==> src/hw/adcp_regs.vh <==
// register layout, bus constants and timing counts of the amplifier control port
// assumes a 40 MHz system clock; included by the design files by bare name
`ifndef ADCP_REGS_VH
`define ADCP_REGS_VH

// bus address and direction
`define ADCP_DEV_ADDR        7'h6C
`define ADCP_RW_BIT          0
`define ADCP_WR_BYTES        2
`define ADCP_RD_BYTES        4
`define ADCP_BYTE_BITS       8

// first control byte fields
`define ADCP_C1_DIAG_EN      6
`define ADCP_C1_OFFS_EN      5
`define ADCP_C1_GAIN_FRONT   4
`define ADCP_C1_GAIN_REAR    3
`define ADCP_C1_UNMUTE_FRONT 2
`define ADCP_C1_UNMUTE_REAR  1
`define ADCP_C1_CLIP_SEL     0
`define ADCP_C1_WMASK        8'h7F

// second control byte fields
`define ADCP_C2_FAST_MUTE    5
`define ADCP_C2_STBY_OFF     4
`define ADCP_C2_LINE_DIAG    3
`define ADCP_C2_CUR_DET      2
`define ADCP_C2_HE_RIGHT     1
`define ADCP_C2_HE_LEFT      0
`define ADCP_C2_WMASK        8'h3F

// reset values
`define ADCP_CTRL_RST        8'h00

// status byte fields
`define ADCP_S_THERM         7
`define ADCP_S_DONE          6
`define ADCP_S3_STBY         7
`define ADCP_S3_DIAG         6

// mute timing
`define ADCP_CLK_KHZ         40000
`define ADCP_FAST_MUTE_US    1500
`define ADCP_NORM_MUTE_US    20000
`define ADCP_FAST_MUTE_CYC   ((`ADCP_FAST_MUTE_US * `ADCP_CLK_KHZ) / 1000)
`define ADCP_NORM_MUTE_CYC   ((`ADCP_NORM_MUTE_US * `ADCP_CLK_KHZ) / 1000)

`endif

==> src/hw/adcp_diag_cycle.v <==
// one diagnostic measurement window for a set of fault inputs
// assumes fault inputs already synchronised to clk; restart is a one-cycle pulse
`timescale 1ns/10ps
`include "adcp_regs.vh"

module adcp_diag_cycle #(
  parameter WIDTH = 24
) (
  // clock and reset
  input  wire             clk,
  input  wire             sys_rst,
  // control
  input  wire             enable,
  input  wire             restart,
  // faults
  input  wire [WIDTH-1:0] fault_in,
  // results of the last finished window
  output reg  [WIDTH-1:0] result_reg,
  output reg              done_reg
);

  reg [WIDTH-1:0] persist_reg;
  reg             active_reg;

  always @(posedge clk) begin
    if (sys_rst) begin
      persist_reg <= {WIDTH{1'b1}};
      result_reg  <= {WIDTH{1'b0}};
      done_reg    <= 1'b0;
      active_reg  <= 1'b0;
    end else if (restart) begin
      // results latch from the window just ended, then a new window opens while enable is high
      result_reg  <= active_reg ? (persist_reg & fault_in) : {WIDTH{1'b0}};
      done_reg    <= active_reg;
      persist_reg <= {WIDTH{1'b1}};
      active_reg  <= enable;
    end else if (active_reg) begin
      // a fault drops out of the window the first cycle it is absent
      persist_reg <= persist_reg & fault_in;
      if (!enable) begin
        active_reg <= 1'b0;
      end
    end else if (enable) begin
      active_reg  <= 1'b1;
      persist_reg <= {WIDTH{1'b1}};
    end
  end

endmodule // adcp_diag_cycle

==> src/hw/adcp_port.v <==
// two-wire slave port of a four-channel amplifier: control bytes in, status bytes out
// assumes bus lines resolved outside from the *_oe_n enables; scl sampled on clk
//
// Notes on behaviour
// - fault reported only if present whole window
// - every read restarts cycles, returns previous results
// - fast mute bit gives mute under 1.5 ms
// - data changes only while clock low
// - start and stop detected while clock high
// - eight bits msb first plus ack
// - receiver pulls ack low, transmitter releases
// - address bit 0 selects write or read
// - control one: diag and offset enables
// - control one: gain, unmute, clip threshold
// - control two: mute speed, standby, modes
// - read returns four status bytes in order
// - status one: thermal warning, cycle done
// - status one: current detect, diag kind
// - status one: short, open, supply, ground
// - three thermal warnings exposed to host
// - status three mirrors standby and diag enable
`timescale 1ns/10ps
`include "adcp_regs.vh"

module adcp_port #(
  parameter FAST_MUTE_CYC = `ADCP_FAST_MUTE_CYC,
  parameter NORM_MUTE_CYC = `ADCP_NORM_MUTE_CYC
) (
  // clock and reset
  input  wire        clk,
  input  wire        sys_rst,
  // two-wire bus
  input  wire        scl_in,
  input  wire        sda_in,
  output wire        sda_out,
  output wire        sda_oe_n,
  // analog side fault inputs, per channel [fl, rl, fr, rr] x [cur, short, open, vcc, gnd]
  input  wire [19:0] chan_fault,
  input  wire [3:0]  chan_permanent,
  input  wire [2:0]  therm_warn,
  // amplifier controls
  output wire        diag_enable,
  output wire        offset_enable,
  output wire        gain_front_16db,
  output wire        gain_rear_16db,
  output wire        clip_threshold_select,
  output reg         mute_front_reg,
  output reg         mute_rear_reg,
  output wire        standby_off,
  output wire        line_diag_mode,
  output wire        current_detect_en,
  output wire        high_eff_right,
  output wire        high_eff_left
);

  localparam ST_IDLE = 5'b00001;
  localparam ST_ADDR = 5'b00010;
  localparam ST_WR   = 5'b00100;
  localparam ST_RD   = 5'b01000;
  localparam ST_ACK  = 5'b10000;

  reg  [7:0]  amp_control_first_reg;
  reg  [7:0]  amp_control_second_reg;
  reg  [1:0]  scl_sync_reg;
  reg  [1:0]  sda_sync_reg;
  reg         scl_d_reg;
  reg         sda_d_reg;
  reg  [4:0]  state_reg;
  reg  [4:0]  ret_state_reg;
  reg  [3:0]  bit_cnt_reg;
  reg  [2:0]  byte_cnt_reg;
  reg  [7:0]  shift_reg;
  reg         drive_low_reg;
  reg         read_seen_reg;
  reg         restart_reg;
  reg  [23:0] mute_cnt_reg;
  reg         mute_tgt_front_reg;
  reg         mute_tgt_rear_reg;

  wire        scl_s;
  wire        sda_s;
  wire        scl_rise;
  wire        scl_fall;
  wire        start_cond;
  wire        stop_cond;
  wire [26:0] diag_result;
  wire        diag_done;
  wire [26:0] diag_in;
  wire [7:0]  status_byte;
  wire [7:0]  status_next;
  wire [23:0] mute_len;

  // returns status byte by index from latched results
  function [7:0] status_sel;
    input [2:0]  idx;
    input [26:0] res;
    input        done;
    input [7:0]  c1;
    input [7:0]  c2;
    begin
      case (idx)
        3'd0:    status_sel = {res[20], done, res[4], res[23], res[3:0]};
        3'd1:    status_sel = {c1[`ADCP_C1_OFFS_EN], 1'b0, res[9], res[24], res[8:5]};
        3'd2:    status_sel = {c2[`ADCP_C2_STBY_OFF], c1[`ADCP_C1_DIAG_EN],
                               res[14], res[25], res[13:10]};
        3'd3:    status_sel = {res[21], res[22], res[19], res[26], res[18:15]};
        default: status_sel = 8'hFF;
      endcase
    end
  endfunction

  ////////////////////////////////////////////////////////////////////////////
  // pin synchronisers and edge detection

  always @(posedge clk) begin
    if (sys_rst) begin
      scl_sync_reg <= 2'h3;
      sda_sync_reg <= 2'h3;
      scl_d_reg    <= 1'b1;
      sda_d_reg    <= 1'b1;
    end else begin
      scl_sync_reg <= {scl_sync_reg[0], scl_in};
      sda_sync_reg <= {sda_sync_reg[0], sda_in};
      scl_d_reg    <= scl_sync_reg[1];
      sda_d_reg    <= sda_sync_reg[1];
    end
  end

  assign scl_s      = scl_sync_reg[1];
  assign sda_s      = sda_sync_reg[1];
  assign scl_rise   = scl_s & ~scl_d_reg;
  assign scl_fall   = ~scl_s & scl_d_reg;
  assign start_cond = scl_s & scl_d_reg & sda_d_reg & ~sda_s;
  assign stop_cond  = scl_s & scl_d_reg & ~sda_d_reg & sda_s;

  ////////////////////////////////////////////////////////////////////////////
  // byte engine

  always @(posedge clk) begin
    if (sys_rst) begin
      state_reg              <= ST_IDLE;
      ret_state_reg          <= ST_IDLE;
      bit_cnt_reg            <= 4'h0;
      byte_cnt_reg           <= 3'h0;
      shift_reg              <= 8'h00;
      drive_low_reg          <= 1'b0;
      read_seen_reg          <= 1'b0;
      restart_reg            <= 1'b0;
      amp_control_first_reg  <= `ADCP_CTRL_RST;
      amp_control_second_reg <= `ADCP_CTRL_RST;
    end else begin
      restart_reg <= 1'b0;
      if (start_cond) begin
        // a pending read ends at a repeated start as at a stop
        restart_reg   <= read_seen_reg;
        read_seen_reg <= 1'b0;
        state_reg     <= ST_ADDR;
        bit_cnt_reg   <= 4'h0;
        byte_cnt_reg  <= 3'h0;
        drive_low_reg <= 1'b0;
      end else if (stop_cond) begin
        restart_reg   <= read_seen_reg;
        read_seen_reg <= 1'b0;
        state_reg     <= ST_IDLE;
        drive_low_reg <= 1'b0;
      end else begin
        case (state_reg)
          ST_IDLE: begin
            drive_low_reg <= 1'b0;
          end
          ST_ADDR, ST_WR: begin
            if (scl_rise) begin
              shift_reg   <= {shift_reg[6:0], sda_s};
              bit_cnt_reg <= bit_cnt_reg + 4'h1;
            end else if (scl_fall && bit_cnt_reg == 4'd8) begin
              bit_cnt_reg <= 4'h0;
              if (state_reg == ST_ADDR) begin
                if (shift_reg[7:1] == `ADCP_DEV_ADDR) begin
                  drive_low_reg <= 1'b1;
                  state_reg     <= ST_ACK;
                  ret_state_reg <= shift_reg[`ADCP_RW_BIT] ? ST_RD : ST_WR;
                  read_seen_reg <= shift_reg[`ADCP_RW_BIT];
                  byte_cnt_reg  <= 3'h0;
                end else begin
                  state_reg <= ST_IDLE;
                end
              end else if (byte_cnt_reg < `ADCP_WR_BYTES) begin
                // bits written as zero stay zero whatever the host sends
                if (byte_cnt_reg == 3'd0) begin
                  amp_control_first_reg <= shift_reg & `ADCP_C1_WMASK;
                end else begin
                  amp_control_second_reg <= shift_reg & `ADCP_C2_WMASK;
                end
                byte_cnt_reg  <= byte_cnt_reg + 3'h1;
                drive_low_reg <= 1'b1;
                state_reg     <= ST_ACK;
                ret_state_reg <= ST_WR;
              end else begin
                // extra bytes are not acknowledged
                state_reg <= ST_IDLE;
              end
            end
          end
          ST_ACK: begin
            // on the falling edge closing the ack clock, release the line, or for a read drive the first status bit
            if (scl_fall) begin
              if (ret_state_reg == ST_RD) begin
                shift_reg     <= status_byte;
                drive_low_reg <= ~status_byte[7];
                bit_cnt_reg   <= 4'h1;
              end else begin
                drive_low_reg <= 1'b0;
                bit_cnt_reg   <= 4'h0;
              end
              state_reg <= ret_state_reg;
            end
          end
          ST_RD: begin
            if (scl_fall) begin
              if (bit_cnt_reg == 4'd8) begin
                drive_low_reg <= 1'b0;
                bit_cnt_reg   <= 4'd9;
              end else if (bit_cnt_reg == 4'd9) begin
                // host nack or last byte ends the transfer
                if (byte_cnt_reg == `ADCP_RD_BYTES - 1) begin
                  state_reg <= ST_IDLE;
                end else begin
                  byte_cnt_reg  <= byte_cnt_reg + 3'h1;
                  shift_reg     <= status_next;
                  drive_low_reg <= ~status_next[7];
                  bit_cnt_reg   <= 4'h1;
                end
              end else begin
                shift_reg     <= {shift_reg[6:0], 1'b0};
                drive_low_reg <= ~shift_reg[6];
                bit_cnt_reg   <= bit_cnt_reg + 4'h1;
              end
            end else if (scl_rise && bit_cnt_reg == 4'd9 && sda_s) begin
              state_reg <= ST_IDLE;
            end
          end
          default: begin
            state_reg <= ST_IDLE;
          end
        endcase
      end
    end
  end

  assign sda_out  = 1'b0;
  assign sda_oe_n = ~drive_low_reg;
  assign status_byte = status_sel(3'd0, diag_result, diag_done,
                                  amp_control_first_reg, amp_control_second_reg);
  assign status_next = status_sel(byte_cnt_reg + 3'h1, diag_result, diag_done,
                                  amp_control_first_reg, amp_control_second_reg);

  ////////////////////////////////////////////////////////////////////////////
  // diagnostic windows

  // bit map: fl[4:0], rl[9:5], fr[14:10], rr[19:15], therm 20..22, perm fl..rr 23..26
  // thermal warnings and diag kind also pass the window filter
  assign diag_in = {chan_permanent, therm_warn, chan_fault};

  adcp_diag_cycle #(
    .WIDTH (27)
  ) u_diag (
    .clk        (clk),
    .sys_rst    (sys_rst),
    .enable     (amp_control_first_reg[`ADCP_C1_DIAG_EN]),
    .restart    (restart_reg),
    .fault_in   (diag_in),
    .result_reg (diag_result),
    .done_reg   (diag_done)
  );

  ////////////////////////////////////////////////////////////////////////////
  // control outputs and mute timing

  assign diag_enable           = amp_control_first_reg[`ADCP_C1_DIAG_EN];
  assign offset_enable         = amp_control_first_reg[`ADCP_C1_OFFS_EN];
  assign gain_front_16db       = amp_control_first_reg[`ADCP_C1_GAIN_FRONT];
  assign gain_rear_16db        = amp_control_first_reg[`ADCP_C1_GAIN_REAR];
  assign clip_threshold_select = amp_control_first_reg[`ADCP_C1_CLIP_SEL];
  assign standby_off           = amp_control_second_reg[`ADCP_C2_STBY_OFF];
  assign line_diag_mode        = amp_control_second_reg[`ADCP_C2_LINE_DIAG];
  assign current_detect_en     = amp_control_second_reg[`ADCP_C2_CUR_DET];
  assign high_eff_right        = amp_control_second_reg[`ADCP_C2_HE_RIGHT];
  assign high_eff_left         = amp_control_second_reg[`ADCP_C2_HE_LEFT];

  // the mute ramp is only a delay here; the analog ramp follows the mute outputs
  assign mute_len = amp_control_second_reg[`ADCP_C2_FAST_MUTE] ?
                    FAST_MUTE_CYC[23:0] - 24'h000001 :
                    NORM_MUTE_CYC[23:0] - 24'h000001;

  always @(posedge clk) begin
    if (sys_rst) begin
      mute_front_reg     <= 1'b1;
      mute_rear_reg      <= 1'b1;
      mute_tgt_front_reg <= 1'b1;
      mute_tgt_rear_reg  <= 1'b1;
      mute_cnt_reg       <= 24'h000000;
    end else begin
      mute_tgt_front_reg <= ~amp_control_first_reg[`ADCP_C1_UNMUTE_FRONT];
      mute_tgt_rear_reg  <= ~amp_control_first_reg[`ADCP_C1_UNMUTE_REAR];
      // unmute takes effect at once, muting completes after the selected time
      if (!mute_tgt_front_reg) begin
        mute_front_reg <= 1'b0;
      end
      if (!mute_tgt_rear_reg) begin
        mute_rear_reg <= 1'b0;
      end
      if ((mute_tgt_front_reg & ~mute_front_reg) | (mute_tgt_rear_reg & ~mute_rear_reg)) begin
        if (mute_cnt_reg >= mute_len) begin
          mute_cnt_reg   <= 24'h000000;
          mute_front_reg <= mute_tgt_front_reg;
          mute_rear_reg  <= mute_tgt_rear_reg;
        end else begin
          mute_cnt_reg <= mute_cnt_reg + 24'h000001;
        end
      end else begin
        mute_cnt_reg <= 24'h000000;
      end
    end
  end

endmodule // adcp_port

==> config.mk <==
export PLATFORM = sky130hd
export DESIGN_NAME = adcp_port
export DESIGN_NICKNAME = d
export VERILOG_FILES = /design/src/hw/adcp_diag_cycle.v /design/src/hw/adcp_port.v
export VERILOG_INCLUDE_DIRS = /design/src /design/src/hw
export SDC_FILE = /design/constraint.sdc
export NUM_CORES = 1
export LEC_CHECK = 0
export BUFFER_PORTS_ARGS = -buffer_cell sky130_fd_sc_hd__buf_2
export CAP_MARGIN = 10
export CORE_ASPECT_RATIO = 0.7
export CORE_MARGIN = 2
export CORE_UTILIZATION = 40
export CTS_BUF_LIST = sky130_fd_sc_hd__clkbuf_16
export DETAILED_ROUTE_END_ITERATION = 16
export PLACE_DENSITY_LB_ADDON = 0.15
export SLEW_MARGIN = 20
export SYNTH_ARGS = -nofsm -noshare
export SYNTH_HDL_FRONTEND = slang
export SYNTH_SLANG_ARGS = --single-unit
export TNS_END_PERCENT = 100
==> constraint.sdc <==
create_clock -name clk -period 4.7 [get_ports clk]
set_clock_uncertainty 0.15 [all_clocks]
set_input_delay 0 -clock clk [delete_from_list [all_inputs] [get_ports clk]]
set_output_delay 0 -clock clk [all_outputs]
set_load 0.005 [all_outputs]
==> flow_metrics.tcl <==
set metrics [dict create \
    crit_fanout 13 \
    startpoint "state_reg[1]" \
    worst_path_largest_cell_delay_ps 920 \
    yosys_warnings 0 \
    grt_pass1_vias 5221 \
    drc 0 \
    cp.arrival_ps 3260 \
    syn_to_final_growth_pct 19.30 \
    power.density_nw_per_um2 320.1 \
    grt-ovfl-total 0 \
    dr.pass1.iters 5 \
    antenna_found_initial 0 \
    dr_total_vias 5611 \
    peakVddDrop_v 0.0002255 \
    clockRootBuffer "clkbuf_16" \
    final_common_cell "dfxtp_1" \
    via_per_inst 5.737 \
    worstHoldEndpoint "sda_sync_reg[0]" \
    max_freq_mhz 322.8 \
    die_x_um 152.1 \
    path_clk_slew_ps 60 \
    p_leak_uw 0.002717 \
    grt_max_degree 44 \
    grt_usage 0.2117 \
    crit_path_start_kind "flip-flop" \
    synth_edf_count 0 \
    hold_viol 0 \
    crit_slowest_cell "o2bb2ai_1" \
    period_minus_slack_ps 3098 \
    io_pins 45 \
    slew_violations 0 \
    wl_per_cell_um 17.36 \
    cts_setup_buffers 0 \
    grt_pass1_wl_um 27410 \
    r2r_end "bit_cnt_reg[3]" \
    maxCapViolations 0 \
    tightestPinTransition_ps 1077 \
    gp_congestion 0.9324 \
    hpwl_um 11960 \
    avgSynthCellArea_um2 8.635 \
    worstSetupEndpointType "flip-flop" \
    rows 37 \
    crit_required_ps 4860 \
    numCtsBuffers 17 \
    initial_core_util 0.4132 \
    fin_setup_tns_ps 0 \
    cts.htree.levels 4 \
    synth_cells 711 \
    cts_tree "built" \
    async_flop_share 0 \
    final_cell_mix "dfxtp_1, nand2_1, nor2_1" \
    dr.first_iter.drc_count 570 \
    yosysSeqAreaShare 0.4206 \
    ant_nets 0 \
    worstHoldStart "sda_in" \
    crit_buf_inv 0 \
    setup_viol 0 \
    fp.dieArea_um2 16370 \
    ys_dominant_reg_cell "dfxtp_1" \
    reg2reg_slack_ps 1600 \
    r2r-start "state_reg[1]" \
    layout_worst_path_cycle_share 0.6591 \
    wirelength_um 16980 \
    ys_ff_latch 129 \
    syn_area_um2 6140 \
    placeableCoreArea_um2 14860 \
    fp.dieH_um 107.7 \
    utilization 0.4929 \
    synth.distinct_cells 72 \
    cts_buffer_depth 2 \
    critical_path_class "reg -> reg" \
    nets 821 \
    worstHoldPathType "in -> reg" \
    clock-sinks 129 \
    hold_depth 3 \
    io_buffers 43 \
    reg2regPathDepth 5 \
    drive_gt1_frac 0.1252 \
    hold_ws_ps 158.2 \
    crit_chain "nor4_2 -> a22oi_2 -> o2bb2ai_1 -> a31oi_1 -> a311oi_1" \
    relSlewSlack 0.2821 \
    critPathTopFamily "compound AO/OA/AOI/OAI gates" \
    rsz0062_at_grt "no" \
    clock_latency_ps 410 \
    status "complete, no violations" \
    num_antenna_cells 0 \
]
-- Yosys cell counts, types with 8 or more instances --
cell / instances / area, um2
dfxtp_1: 129 / 2582
nand2_1: 101 / 379.1
nor2_1: 58 / 217.7
o21ai_0: 40 / 200.2
clkbuf_1: 34 / 127.6
nor3_1: 26 / 130.1
a21oi_1: 24 / 120.1
a22oi_1: 23 / 172.7
ha_1: 20 / 250.2
inv_1: 17 / 63.81
a32oi_1: 16 / 140.1
mux2i_1: 16 / 160.2
nand4_1: 15 / 93.84
a32o_1: 12 / 120.1
nand3_1: 12 / 60.06
xor2_1: 12 / 105.1
a31oi_1: 11 / 68.82
xnor2_1: 10 / 87.58
o211ai_1: 9 / 67.56
or2_2: 8 / 50.05
-- report_power, final --
group / internal (uW) / switching (uW)
combinational: 40.6 / 43.7
clock: 665 / 492
sequential: 1100 / 5.81
-- per-layer routing --
layer	part of all wire	wire length (um)	global-route usage
met1	0.53	8942	0.3179
met2	0.40	6713	0.2960
met3	0.066	1116	0.04871
met4	0.012	205	0.06742
met5	0	0	0
-- logic make-up (layout without fill, tap and decap cells) --
kind of cell | count (synthesis) | after routing | synth area share
AOI/OAI and AO/OA | 178 | 178 | 0.2054
xor gates and xnor gates | 22 | 22 | 0.03138
adders and majority gates | 20 | 20 | 0.04076
buffers and inverters | 61 | 130 | 0.04015
DFF | 129 | 129 | 0.4206
muxes | 16 | 16 | 0.02608
other | 1 | 4 | 0.0006108
and+or+nand+nor | 284 | 284 | 0.2350
-- worst max path at each step --
stage          cells after the start               end  slack, ps
2_1_floorplan                      8  mute_cnt_reg[10]       2420
3_3_place_gp                       5    bit_cnt_reg[3]       1950
3_5_place_dp                       5    bit_cnt_reg[3]       1750
4_1_cts                            5    bit_cnt_reg[3]       1730
5_1_grt                            5      shift_reg[5]       1430
6_report                           5    bit_cnt_reg[3]       1600
-- worst reg2reg max path, stage by stage (launching register included) --
cell and delay (ps):
dfxtp_1 430, nor4_2 710, a22oi_2 290, o2bb2ai_1 920
a31oi_1 180, a311oi_1 320
-- area by class of cell --
cell class	instances	area, um2
Fill cell	1410	7536
Inverter	17	63.81
Clock inverter	15	97.59
Tap cell	195	244.0
Clock buffer	17	425.4
Multi-Input combinational cell	524	3324
Sequential cell	129	2584
Timing Repair Buffer	81	585.6
-- metrics by stage --
stage	instance area, um2	total power (uW)	cells	setup WS, ps
after global placement	6460	1192	912	1954
after global routing	7325	2436	978	1427
final	7325	2345	978	1602
after floorplan	6151	1165	714	2423
after CTS	7323	2370	978	1734
after detailed placement	6460	1191	912	1755
-- timing repair --
item	CTS	global route
endpoints found under the setup margin	0	0
hold buffers	34	0
gates resized for setup	0	0
hold endpoints to repair	62	0
(Power assumes the default switching activity.)
